### src/rtl/auto_start_pkg.sv
/*
  Constants for the automatic cycle start and auxiliary handshake block.
  Assumes the sequence controller drives whole signal bytes on sys_clk edges or from pins.
*/
package auto_start_pkg;
  // Mode select byte
  localparam int REMOTE_BIT      = 5;
  localparam int MODE_HI         = 2;
  localparam logic [2:0] MODE_MANUAL_ENTRY = 3'h0;
  localparam logic [2:0] MODE_MEMORY       = 3'h1;
  // Signal bytes
  localparam int CYCLE_GO_BIT    = 2;
  localparam int LAUNCH_LOCK_BIT = 1;
  localparam int HOLD_N_BIT      = 5;
  localparam int AUX_DONE_BIT    = 3;
  localparam int FAST_SEL_BIT    = 7;
  localparam int MULTI_MISC_BIT  = 7;
  // Strobe bit positions
  localparam int MISC_BIT        = 0;
  localparam int SPEED_BIT       = 2;
  localparam int TOOL_BIT        = 3;
  localparam int SECOND_MILL_BIT = 7;
  localparam int SECOND_TURN_BIT = 4;
  localparam int MISC2_BIT       = 4;
  localparam int MISC3_BIT       = 5;
  localparam int NUM_FUNCS       = 6;
  // Override
  localparam logic [7:0] OVERRIDE_ZERO = 8'h00;
  // Wait flag numbers
  localparam int WAIT_FINISH     = 0;
  localparam int WAIT_MOTION     = 1;
  localparam int WAIT_DWELL      = 2;
  localparam int WAIT_INPOS      = 3;
  localparam int WAIT_OVR_ZERO   = 4;
  localparam int WAIT_INTERLOCK  = 5;
  localparam int WAIT_SPINDLE    = 6;
  localparam int WAIT_PUNCH      = 10;
  localparam int WAIT_READ       = 11;
  localparam int WAIT_CLAMP      = 12;
  localparam int WAIT_JOG_ZERO   = 13;
  localparam int WAIT_RESET      = 14;
  localparam int WAIT_SEARCH     = 15;
  localparam logic [15:0] WAIT_RESET_VAL = 16'h0000;
  localparam logic [7:0]  BYTE_RESET_VAL = 8'h00;
  localparam logic [7:0]  HOLD_IDLE_VAL  = 8'h20;
endpackage

### src/rtl/auto_cycle_start.sv
/*
  Cycle start qualification, feed hold, auxiliary finish handshake (normal and
  fast toggle), in-position gating, feedrate override decode and wait flags.
  Assumes the signal bytes arrive from outside the clock domain; the sequencer
  supplies function requests and motion/dwell/spindle status as single-clock pulses or levels.
*/
// What this block does
// - Code 000 is manual entry; 001 memory or remote by remote flag.
// - Cycle go high while pressed; launch only on its falling edge.
// - Hold input bit 5 active low; zero places operation in feed hold.
// - Config bit 7 selects normal finish line or fast toggle handshake.
// - Normal handshake completes when finish bit 3 falls; then next block.
// - Fast handshake completes when finish equals strobe; toggle to request.
// - Milling strobes bits 0,2,3,7; second finish bit 7 or 4.
// - Turning strobes and finishes in bits 0,2,3,4.
// - Second and third misc strobes bits 4,5, enabled by multi-misc bit.
// - Hold next block until position error within in-position width.
// - Primary override active low, inverted value is percent, zero means 0%.
// - Fine override same encoding, applied as further scaling.
// - Readable wait flags 000 to 015 for each waiting cause.
// - Launch lock bit 1 high blocks automatic start.
`timescale 1ns/1ps
module auto_cycle_start
(
  input  wire logic        sys_clk,
  input  wire logic        sys_rst,
  input  wire logic [7:0]  mode_select_input,
  input  wire logic [7:0]  cycle_start_input,
  input  wire logic [7:0]  feed_hold_input,
  input  wire logic [7:0]  aux_finish_inputs,
  input  wire logic [7:0]  aux_fast_finish_inputs,
  input  wire logic [7:0]  feed_override_primary,
  input  wire logic [7:0]  feed_override_fine,
  input  wire logic [7:0]  aux_interface_config,
  input  wire logic [7:0]  multi_misc_config,
  input  wire logic        turning_variant,
  input  wire logic        fine_override_fitted,
  input  wire logic [5:0]  func_request,
  input  wire logic        positioning_done,
  input  wire logic [15:0] position_error,
  input  wire logic [15:0] inpos_width,
  input  wire logic        block_request,
  input  wire logic [15:0] other_wait_status,
  output logic             auto_running,
  output logic             feed_hold_active,
  output logic             block_advance,
  output logic [2:0]       mode_decoded,
  output logic [7:0]       aux_strobe_outputs,
  output logic [7:0]       extra_m_strobe_outputs,
  output logic [15:0]      feed_scale_pct,
  output logic [15:0]      sequencer_diag_view
);
  typedef enum logic [1:0] {MODE_NONE, MODE_MEM, MODE_RMT, MODE_MDI} op_mode_e;
  typedef enum {ST_IDLE, ST_RUN, ST_WAIT_AUX, ST_WAIT_INPOS} run_state_e;

  // =====================================================
  // Input synchronisers
  logic [7:0] mode_m_ff;
  logic [7:0] mode_s_ff;
  logic [7:0] go_m_ff;
  logic [7:0] go_s_ff;
  logic [7:0] hold_m_ff;
  logic [7:0] hold_s_ff;
  logic [7:0] fin_m_ff;
  logic [7:0] fin_s_ff;
  logic [7:0] ffin_m_ff;
  logic [7:0] ffin_s_ff;
  logic [7:0] ovp_m_ff;
  logic [7:0] ovp_s_ff;
  logic [7:0] ovf_m_ff;
  logic [7:0] ovf_s_ff;
  logic       go_prev_ff;
  // Two stages per byte; only the second stage feeds logic
  always_ff @(posedge sys_clk)
  begin
    mode_m_ff <= mode_select_input;
    mode_s_ff <= mode_m_ff;
    go_m_ff   <= cycle_start_input;
    go_s_ff   <= go_m_ff;
    hold_m_ff <= feed_hold_input;
    hold_s_ff <= hold_m_ff;
    fin_m_ff  <= aux_finish_inputs;
    fin_s_ff  <= fin_m_ff;
    ffin_m_ff <= aux_fast_finish_inputs;
    ffin_s_ff <= ffin_m_ff;
    ovp_m_ff  <= feed_override_primary;
    ovp_s_ff  <= ovp_m_ff;
    ovf_m_ff  <= feed_override_fine;
    ovf_s_ff  <= ovf_m_ff;
  end

  // =====================================================
  // Mode decode and start qualification
  function automatic op_mode_e decode_mode(input logic [7:0] b);
    logic [2:0] code;
    code = b[auto_start_pkg::MODE_HI:0];
    if (code == auto_start_pkg::MODE_MANUAL_ENTRY)
      decode_mode = MODE_MDI;
    else if (code == auto_start_pkg::MODE_MEMORY)
      decode_mode = b[auto_start_pkg::REMOTE_BIT] ? MODE_RMT : MODE_MEM;
    else
      decode_mode = MODE_NONE;
  endfunction

  op_mode_e   cur_mode;
  wire        go_now      = go_s_ff[auto_start_pkg::CYCLE_GO_BIT];
  wire        go_fall     = go_prev_ff & ~go_now;
  wire        hold_req    = ~hold_s_ff[auto_start_pkg::HOLD_N_BIT];
  wire        launch_lock = go_s_ff[auto_start_pkg::LAUNCH_LOCK_BIT];
  wire        mode_ok;
  wire        start_ok;
  assign cur_mode = decode_mode(mode_s_ff);
  assign mode_ok  = (cur_mode != MODE_NONE);
  assign start_ok = go_fall & mode_ok & ~hold_req & ~launch_lock;

  // =====================================================
  // Auxiliary handshake
  wire        fast_sel   = aux_interface_config[auto_start_pkg::FAST_SEL_BIT];
  wire        multi_en   = multi_misc_config[auto_start_pkg::MULTI_MISC_BIT];
  logic       norm_prev_ff;
  wire        norm_fin   = fin_s_ff[auto_start_pkg::AUX_DONE_BIT];
  wire        norm_fall  = norm_prev_ff & ~norm_fin;
  logic [5:0] req_tog_ff, pend_ff;
  logic [5:0] fast_fin;
  logic [5:0] fast_done;
  // Function order: misc, speed, tool, second aux, misc2, misc3
  assign fast_fin[0] = ffin_s_ff[auto_start_pkg::MISC_BIT];
  assign fast_fin[1] = ffin_s_ff[auto_start_pkg::SPEED_BIT];
  assign fast_fin[2] = ffin_s_ff[auto_start_pkg::TOOL_BIT];
  assign fast_fin[3] = turning_variant ? ffin_s_ff[auto_start_pkg::SECOND_TURN_BIT]
                                       : (ffin_s_ff[auto_start_pkg::SECOND_MILL_BIT]
                                          | ffin_s_ff[auto_start_pkg::SECOND_TURN_BIT]) ^ 1'b0;
  assign fast_fin[4] = fin_s_ff[auto_start_pkg::MISC2_BIT];
  assign fast_fin[5] = fin_s_ff[auto_start_pkg::MISC3_BIT];
  genvar gi;
  generate
    for (gi = 0; gi < auto_start_pkg::NUM_FUNCS; gi++)
    begin : g_fast
      assign fast_done[gi] = (fast_fin[gi] == req_tog_ff[gi]);
    end
  endgenerate
  wire [5:0] req_allowed = {{2{multi_en}}, 4'hF};
  wire [5:0] new_req     = func_request & req_allowed;
  wire       aux_clear   = fast_sel ? ((pend_ff & ~fast_done) == 6'h00) : norm_fall;

  // =====================================================
  // Run state
  run_state_e state_ff, nxt_state;
  wire        inpos_ok = (position_error <= inpos_width);
  always_comb
  begin
    nxt_state = state_ff;
    unique case (state_ff)
      ST_IDLE:       if (start_ok) nxt_state = ST_RUN;
      ST_RUN:
        if (hold_req)                nxt_state = ST_IDLE;
        else if (new_req != 6'h00)   nxt_state = ST_WAIT_AUX;
        else if (positioning_done)   nxt_state = ST_WAIT_INPOS;
      ST_WAIT_AUX:   if (aux_clear) nxt_state = ST_RUN;
      ST_WAIT_INPOS: if (inpos_ok)  nxt_state = ST_RUN;
    endcase
  end

  // =====================================================
  // Override decode
  wire [7:0]  ovp_pct  = (ovp_s_ff == auto_start_pkg::OVERRIDE_ZERO) ? 8'h00 : ~ovp_s_ff;
  wire [7:0]  ovf_pct  = (ovf_s_ff == auto_start_pkg::OVERRIDE_ZERO) ? 8'h00 : ~ovf_s_ff;
  wire [15:0] prod     = 16'(ovp_pct) * 16'(ovf_pct);
  wire [15:0] nxt_scale = fine_override_fitted ? 16'(prod / 16'h0064) : {8'h00, ovp_pct};

  // =====================================================
  // Wait flags
  logic [15:0] nxt_wait;
  always_comb
  begin
    nxt_wait = other_wait_status;
    nxt_wait[auto_start_pkg::WAIT_FINISH]    = (state_ff == ST_WAIT_AUX);
    nxt_wait[auto_start_pkg::WAIT_INPOS]     = (state_ff == ST_WAIT_INPOS);
    nxt_wait[auto_start_pkg::WAIT_OVR_ZERO]  = (nxt_scale == 16'h0000) & (state_ff != ST_IDLE);
    nxt_wait[auto_start_pkg::WAIT_INTERLOCK] = launch_lock;
  end

  // =====================================================
  // Strobe byte images
  logic [7:0] nxt_aux_strobe;
  logic [7:0] nxt_extra_strobe;
  always_comb
  begin
    nxt_aux_strobe                            = auto_start_pkg::BYTE_RESET_VAL;
    nxt_aux_strobe[auto_start_pkg::MISC_BIT]  = req_tog_ff[0];
    nxt_aux_strobe[auto_start_pkg::SPEED_BIT] = req_tog_ff[1];
    nxt_aux_strobe[auto_start_pkg::TOOL_BIT]  = req_tog_ff[2];
    if (turning_variant)
      nxt_aux_strobe[auto_start_pkg::SECOND_TURN_BIT] = req_tog_ff[3];
    else
      nxt_aux_strobe[auto_start_pkg::SECOND_MILL_BIT] = req_tog_ff[3];
  end

  always_comb
  begin
    nxt_extra_strobe                            = auto_start_pkg::BYTE_RESET_VAL;
    nxt_extra_strobe[auto_start_pkg::MISC2_BIT] = req_tog_ff[4] & multi_en;
    nxt_extra_strobe[auto_start_pkg::MISC3_BIT] = req_tog_ff[5] & multi_en;
  end

  // =====================================================
  // Registers
  wire any_req     = (new_req != 6'h00);
  wire nxt_running = (nxt_state != ST_IDLE);
  // Pulse only on return to run from a wait, not on launch
  wire nxt_advance = (nxt_state == ST_RUN) & (state_ff != ST_RUN) & (state_ff != ST_IDLE);

  // Edge history for release and finish detectors
  always_ff @(posedge sys_clk)
  begin
    if (sys_rst)
    begin
      go_prev_ff   <= 1'b0;
      norm_prev_ff <= 1'b0;
    end
    else
    begin
      go_prev_ff   <= go_now;
      norm_prev_ff <= norm_fin;
    end
  end

  always_ff @(posedge sys_clk)
  begin
    if (sys_rst)
      state_ff <= ST_IDLE;
    else
      state_ff <= nxt_state;
  end

  // Requests only taken while running and not waiting
  always_ff @(posedge sys_clk)
  begin
    if (sys_rst)
    begin
      req_tog_ff <= 6'h00;
      pend_ff    <= 6'h00;
    end
    else if (state_ff == ST_RUN && any_req)
    begin
      req_tog_ff <= req_tog_ff ^ new_req;
      pend_ff    <= new_req;
    end
  end

  always_ff @(posedge sys_clk)
  begin
    if (sys_rst)
    begin
      auto_running     <= 1'b0;
      feed_hold_active <= 1'b0;
      block_advance    <= 1'b0;
      mode_decoded     <= 3'h0;
    end
    else
    begin
      auto_running     <= nxt_running;
      feed_hold_active <= hold_req;
      block_advance    <= nxt_advance;
      mode_decoded     <= {1'b0, cur_mode};
    end
  end

  always_ff @(posedge sys_clk)
  begin
    if (sys_rst)
    begin
      aux_strobe_outputs     <= auto_start_pkg::BYTE_RESET_VAL;
      extra_m_strobe_outputs <= auto_start_pkg::BYTE_RESET_VAL;
    end
    else
    begin
      aux_strobe_outputs     <= nxt_aux_strobe;
      extra_m_strobe_outputs <= nxt_extra_strobe;
    end
  end

  always_ff @(posedge sys_clk)
  begin
    if (sys_rst)
    begin
      feed_scale_pct      <= 16'h0000;
      sequencer_diag_view <= auto_start_pkg::WAIT_RESET_VAL;
    end
    else
    begin
      feed_scale_pct      <= nxt_scale;
      sequencer_diag_view <= nxt_wait;
    end
  end

  // =====================================================
  // Checks
  chk_start_edge: assert property (@(posedge sys_clk) disable iff (sys_rst)
    (state_ff == ST_IDLE && nxt_state == ST_RUN) |-> (go_prev_ff && !go_now && !hold_req && !launch_lock))
    else $error("start without qualified release");
  chk_hold_stop: assert property (@(posedge sys_clk) disable iff (sys_rst)
    (state_ff == ST_RUN && hold_req) |=> state_ff == ST_IDLE)
    else $error("hold did not stop run");
  chk_norm_fin: assert property (@(posedge sys_clk) disable iff (sys_rst)
    (state_ff == ST_WAIT_AUX && !fast_sel && !norm_fall) |=> state_ff == ST_WAIT_AUX)
    else $error("aux wait left without finish fall");
  chk_inpos_wait: assert property (@(posedge sys_clk) disable iff (sys_rst)
    (state_ff == ST_WAIT_INPOS && !inpos_ok) |=> state_ff == ST_WAIT_INPOS)
    else $error("in-position wait left early");
  chk_override_zero: assert property (@(posedge sys_clk) disable iff (sys_rst)
    (ovp_s_ff == 8'h00 || ovp_s_ff == 8'hFF) |=> feed_scale_pct == 16'h0000)
    else $error("override zero not decoded");
  chk_mode_remote: assert property (@(posedge sys_clk) disable iff (sys_rst)
    (mode_s_ff[2:0] == 3'h1 && mode_s_ff[5]) |=> mode_decoded == 3'(MODE_RMT))
    else $error("remote mode not decoded");
  chk_multi_off: assert property (@(posedge sys_clk) disable iff (sys_rst)
    !multi_en |=> extra_m_strobe_outputs == 8'h00)
    else $error("extra strobe while disabled");
  chk_wait_flag: assert property (@(posedge sys_clk) disable iff (sys_rst)
    (state_ff == ST_WAIT_AUX) |=> sequencer_diag_view[0])
    else $error("finish wait flag missing");
endmodule // auto_cycle_start

### config.mk
export PLATFORM = sky130hd
export DESIGN_NAME = auto_cycle_start
export DESIGN_NICKNAME = d
export VERILOG_FILES = /design/src/rtl/auto_start_pkg.sv /design/src/rtl/auto_cycle_start.sv
export SDC_FILE = /design/constraint.sdc
export NUM_CORES = 1
export LEC_CHECK = 0
export BUFFER_PORTS_ARGS = -buffer_cell sky130_fd_sc_hd__clkbuf_2
export CAP_MARGIN = 5
export CELL_PAD_IN_SITES_DETAIL_PLACEMENT = 1
export CELL_PAD_IN_SITES_GLOBAL_PLACEMENT = 1
export CORE_UTILIZATION = 42
export DETAILED_ROUTE_END_ITERATION = 10
export PLACE_DENSITY = 0.83
export SLEW_MARGIN = 20
export SYNTH_ARGS = -nofsm -noshare
export SYNTH_HDL_FRONTEND = slang
export SYNTH_SLANG_ARGS = --single-unit
### constraint.sdc
create_clock -name sys_clk -period 14.2 [get_ports sys_clk]
set_input_delay 2.13 -clock sys_clk [delete_from_list [all_inputs] [get_ports sys_clk]]
set_output_delay 2.13 -clock sys_clk [all_outputs]
set_load 0.01 [all_outputs]
==> summary.txt, run 1 <==
Clocking
  – H-tree depth: 4
  – Worst-Skew Late Latency: 0.43 ns
  – Clock Sinks: 146
  – Setup bufs post-CTS: 0
  – Post_cts resized: 0
  – CTS tree: done
  – # hold bufs at CTS: 0
  – CTS buffer count: 17
  – Root Driver: clkbuf_16
  – CTS max path bufs: 2
  – Register clock-pin slew on the reported worst setup and hold paths: 0.06 ns

GRT
  – First-pass GRT wire length: 41600 um
  – GR Util met2: 0.444
  – Met1 usage: 0.285
  – Vias in the first global route: 8080
  – Initial antenna violation count: 0
  – Grt peak-use layer: met2
  – Total grt overflow: 0
  – Grt met3 use: 0.0404
  – Pin count of the biggest net entering global routing: 54
  – Gr usage total: 0.244

Detailed routing
  – Final ANT Viol Nets: 0
  – Number of DRC markers in iteration 0: 332
  – Vias: 7433
  – Number of remaining DRC errors: 0
  – DRT Wirelength: 25100 um
  – Pre-antenna DRT Iters: 4
  – DR vias/cell: 5.54
  – Routed len/inst: 18.7 um

Flow run
  – Max-cap violations: 0

Timing
  – Worst slew pin tran: 1.03 ns
  – Tmin final: 12.24 ns
  – TNS Setup: 0 ns
  – Fin crit share: 0.862
  – Final setup viols: 0
  – Clk_skew: 0.0185 ns
  – Achievable clock frequency: 0.0817 GHz
  – Count of pins over their slew limit: 0
  – Slew HR: 0.312
  – RSZ-0062 raised after global routing: no
  – Final Hold Vio Count: 0

Worst hold path
  – Cell depth of the worst hold path: 0
  – Hold Crit Class: flop to flop
  – Hold path endpoint: ffin_s_ff[4]
  – HP Start: ffin_m_ff[4]

Logic synthesis
  – Synthesized area: 8700 um2
  – Synth async-reset ratio: 0
  – Mean post-synth cell area: 9.07 um2
  – Seq/Total Area, Yosys: 0.336
  – Cells after Synth: 959
  – Most used DFF post-synth: dfxtp_1
  – Warning count from the yosys run: 0
  – Synth cell types: 100
  – Number of synthesized flops with an enable pin: 0
  – Seq cells post-synth: 146

Place
  – Routability cong.: 0.835
  – Buffers added on ports: 125
  – Dpl hpwl: 17400 um

Setup path
  – Delay-heaviest family, CP: compound AO/OA/AOI/OAI gates
  – Req. time, crit path: 14.51 ns
  – Worst EP arrival: 12.55 ns
  – Critical path class: flop to flop
  – Crit-path most repeated cell: fa_1
  – Nature of the critical path startpoint: flop
  – Critical path's largest stage delay: 0.75 ns
  – R2r endpoint: feed_scale_pct[0]
  – Critical Path Sink Type: flop
  – Worst reg2reg path depth: 35
  – R2R setup slack: 1.96 ns
  – Slowest library cell on the worst path: xor2_1
  – Worst-path maximum fanout: 12
  – Buf+Inv Stages, Crit Path: 3
  – FF-to-FF Start: ovp_s_ff[4]

Floorplanning
  – Die width: 146 um
  – Core ar.: 20300 um2
  – Die area: 21300 um2
  – Starting Density: 0.429
  – Die Span Y: 146 um
  – # IOs: 186
  – Std-Cell Rows: 52

Cells and area
  – Area Overhead vs Synth: 15.3%
  – # fillers: 2390
  – Nets: 1278
  – Antenna cells: 0
  – Layout cells sized above 1: 0.194
  – Most frequent cells in the layout: 146 x dfxtp_1, 125 x clkbuf_2, 99 x nor2_1
  – Commonest non-fill, non-tap cell in the layout: dfxtp_1

Run status
  – Status: finished clean
## layer usage
metal  routed length, um  part of all wire
met5                   0                 0
met4                 737             0.029
met3                 833             0.033
met2               13100              0.52
met1               10400              0.41
## sequential cells by signal (all words and copies together), names as in the netlist, 3 cells and up
register             count
pend_ff                  6
mode_s_ff                4
ovf_m_ff                 8
ffin_m_ff                5
req_tog_ff               6
aux_strobe_outputs       5
feed_scale_pct          10
ovf_s_ff                 8
ffin_s_ff                5
state_ff                32
mode_m_ff                4
fin_s_ff                 3
ovp_m_ff                 8
ovp_s_ff                 8
fin_m_ff                 3
sequencer_diag_view     16
## how the worst max path moves through the flow
stage	end	from	cells past startpoint	slack [ns]
2_1_floorplan	feed_scale_pct[0]	ovp_s_ff[0]	38	4.02
3_3_place_gp	feed_scale_pct[0]	ovp_s_ff[0]	35	2.30
4_1_cts	feed_scale_pct[0]	ovp_s_ff[4]	35	1.99
3_5_place_dp	feed_scale_pct[0]	ovp_s_ff[4]	35	2.08
6_report	feed_scale_pct[0]	ovp_s_ff[4]	35	1.96
5_1_grt	sequencer_diag_view[4]	ovp_s_ff[4]	35	1.07
## cells in the mapped netlist, types with 4 or more instances
cell        n  area share
fa_1       36       0.083
mux2i_1     6      0.0069
nor3_1     18       0.010
a21oi_1    45       0.026
nor4_1     16       0.012
nand2_1    47       0.020
or3_1       8      0.0058
ha_1       52       0.075
clkbuf_1   32       0.014
a31oi_1     4      0.0029
o31a_1      5      0.0050
dfxtp_1   146        0.34
and2_1     37       0.027
a21o_1      7      0.0060
buf_2       7      0.0040
xor2_1     19       0.019
o21a_1      4      0.0035
o21ai_0    26       0.015
buf_4      18       0.016
nor2b_1    26       0.019
o211ai_1    9      0.0078
a22oi_1     4      0.0035
o22ai_1     6      0.0043
nand3_1    15      0.0086
or2_2      13      0.0093
o31ai_1     5      0.0043
nor2_1     99       0.043
nand4_1    15       0.011
a211oi_1   11      0.0095
nand2b_1   26       0.019
inv_1      67       0.029
xnor2_1    16       0.016
nor3b_1     4      0.0035
## stage by stage
stage	std cells	util	setup WS (ns)	hold WS, ns	area (um2)
CTS	1341	0.494	1.99	0.328	10000
global route	1341	0.494	1.07	0.336	10000
floorplan	974	-	4.02	0.310	8760
global placement	1309	0.464	2.30	0.310	9410
finish	1341	0.494	1.96	0.325	10000
detailed placement	1309	0.464	2.08	0.313	9410
## cell families after synthesis
group           after synthesis  share of synthesized area
flops                       146                      0.336
compound gates              198                      0.172
fa+ha+maj                    92                      0.162
xor+xnor                     35                     0.0352
buf+inv                     129                     0.0662
simple gates                349                      0.216
mux                           9                     0.0112
other cells                   1                   0.000431
## layout make-up
| cell class | instances | area (um2) | share of cell area |
|---|---|---|---|
| inverter | 67 | 251 | 0.0251 |
| multi-input combinational | 699 | 5260 | 0.524 |
| sequential | 146 | 2920 | 0.291 |
| timing repair buffer | 127 | 641 | 0.0638 |
| tap | 270 | 338 | 0.0337 |
| clock inverter | 15 | 198 | 0.0197 |
| clock buffer | 17 | 425 | 0.0424 |
Power of run 1 is not shown: default switching activity piles up to over one toggle a cycle in this logic, so the estimate is an artifact.
==> run 2: changes to the inputs <==
==> constraint.sdc (replaced) <==
create_clock -name sys_clk -period 14.2 [get_ports sys_clk]
set_input_delay 2.84 -clock sys_clk [delete_from_list [all_inputs] [get_ports sys_clk]]
set_output_delay 2.84 -clock sys_clk [all_outputs]
set_load 0.01 [all_outputs]
==> run 2 against run 1 <==
Net effect:
- utilization decreased by 0.14 points
- highest routed layer unchanged
- clock skew decreased by 0.0050 ns
- first-iteration DRC count grew 13%
- wire length fell by 1.6%
- via count shrank 0.34%
- fmax decreased by 0.56%
- register-to-register slack got worse by 0.07 ns
- sequential share of layout area up 0.084 points
- hold slack gained 0.0022 ns
- critical path type unchanged
- worst setup slack got worse by 0.069 ns
- count of clock-buffer cells in the layout unchanged
==> summary.txt, run 2 (synthesis results as in run 1) <==
Detailed routing
  – Met3 wire len: 792 um
  – DRT Wirelength: 24700 um
  – Met1 wire length: 10500 um
  – Final ANT Viol Nets: 0
  – Vias: 7408
  – DR vias/cell: 5.53
  – Number of DRC markers in iteration 0: 375
  – Metal2 WL: 12900 um
  – Routed len/inst: 18.4 um
  – Number of remaining DRC errors: 0
  – Pre-antenna DRT Iters: 4
  – Top routing layer in use: met4

Clocking
  – Post_cts resized: 0
  – CTS buffer count: 17
  – Register clock-pin slew on the reported worst setup and hold paths: 0.07 ns
  – # hold bufs at CTS: 0
  – Worst-Skew Late Latency: 0.43 ns
  – Root Driver: clkbuf_16
  – H-tree depth: 4
  – CTS max path bufs: 2
  – Clock Sinks: 146
  – Setup bufs post-CTS: 0
  – CTS tree: done

Setup path
  – R2r endpoint: sequencer_diag_view[4]
  – Delay-heaviest family, CP: simple AND/OR/NAND/NOR gates
  – Worst-path maximum fanout: 14
  – CP startpoint: ovp_s_ff[0]
  – Critical Path Sink Type: flop
  – Slowest library cell on the worst path: nor3_2
  – Critical path's largest stage delay: 0.73 ns
  – Nature of the critical path startpoint: flop
  – Worst reg2reg path depth: 35
  – Buf+Inv Stages, Crit Path: 3
  – Worst EP arrival: 12.63 ns
  – Critical path class: flop to flop
  – Req. time, crit path: 14.52 ns
  – CP endpoint: sequencer_diag_view[4]
  – R2R setup slack: 1.90 ns
  – FF-to-FF Start: ovp_s_ff[0]
  – Crit-path most repeated cell: fa_1
  – Critical Path Stages: 35

Cells and area
  – Most frequent cells in the layout: 146 x dfxtp_1, 125 x clkbuf_2, 99 x nor2_1
  – Nets: 1278
  – Largest Register: state_ff
  – Commonest non-fill, non-tap cell in the layout: dfxtp_1
  – Largest regs: state_ff x32, sequencer_diag_view x16, feed_scale_pct x10
  – # fillers: 2388
  – Max FFs per register: 32
  – Fin cells: 1340
  – Layout cells sized above 1: 0.193
  – Antenna cells: 0
  – Area Overhead vs Synth: 15.0%

GRT
  – First-pass GRT wire length: 40900 um
  – Initial antenna violation count: 0
  – Total grt overflow: 0
  – Pin count of the biggest net entering global routing: 54
  – Gr usage total: 0.240
  – Vias in the first global route: 7904

Timing
  – Final Hold Vio Count: 0
  – RSZ-0062 raised after global routing: no
  – Count of pins over their slew limit: 0
  – Worst slew pin tran: 0.969 ns
  – Slew HR: 0.350
  – Tmin final: 12.30 ns
  – TNS Setup: 0 ns
  – Final worst slack: 1.90 ns
  – Final setup viols: 0
  – Fin crit share: 0.867
  – Worst hold margin: 0.327 ns
  – Achievable clock frequency: 0.0813 GHz
  – Clk_skew: 0.0135 ns

Floorplanning
  – Die Span Y: 146 um
  – Starting Density: 0.429
  – Die width: 146 um
  – Die area: 21300 um2
  – Core ar.: 20300 um2
  – Std-Cell Rows: 52
  – # IOs: 186

Place
  – Buffers added on ports: 125
  – Dpl hpwl: 16800 um
  – Placed insts: 1309
  – Routability cong.: 0.836
  – Pre-CTS WS: 2.24 ns

Flow run
  – Max-cap violations: 0

Run status
  – Status: finished clean

Worst hold path
  – Hold Crit Class: flop to flop
-- run 2: how the worst min path moves through the flow --
stage,from,to,slack [ns],cells after the start
floorplan,ffin_m_ff[0],ffin_s_ff[0],0.31,0
global placement,mode_m_ff[5],mode_s_ff[5],0.31,0
detailed placement,mode_m_ff[0],mode_s_ff[0],0.31,0
CTS,ffin_m_ff[2],ffin_s_ff[2],0.33,0
global route,ovp_m_ff[7],ovp_s_ff[7],0.33,0
finish,ffin_m_ff[2],ffin_s_ff[2],0.33,0
-- run 2: layout make-up --
cell class                      count  area (um2)  area share
Sequential cell                   146        2920       0.292
Inverter                           67         251      0.0251
Clock inverter                     14         169      0.0169
Tap cell                          270         338      0.0338
Clock buffer                       17         425      0.0425
Timing Repair Buffer              127         641      0.0640
Multi-Input combinational cell    699        5260       0.526
-- run 2: layer usage --
| metal | vias to the layer above | track usage |
|---|---|---|
| met4 | 0 | 0.0747 |
| met3 | 42 | 0.0379 |
| li1 | 3509 | - |
| met5 | - | 0 |
| met2 | 175 | 0.435 |
| met1 | 3682 | 0.289 |
-- run 2: worst register-to-register path, delay by kind of cell (launching register included) --
family | cells | cell delay (ns)
and+or+nand+nor | 14 | 5.31
AOI/OAI and AO/OA | 12 | 3.51
adders and majority gates | 5 | 2.56
DFF | 1 | 0.33
xor gates and xnor gates | 1 | 0.32
buffers and inverters | 3 | 0.19
-- run 2: through the flow --
step | cell area (um2) | util
finish | 10000 | 0.493
global route | 10000 | 0.493
CTS | 10000 | 0.493
detailed placement | 9410 | 0.464
global placement | 9410 | 0.464
floorplan | 8760 | -
Power of run 2 is left out for the same reason.
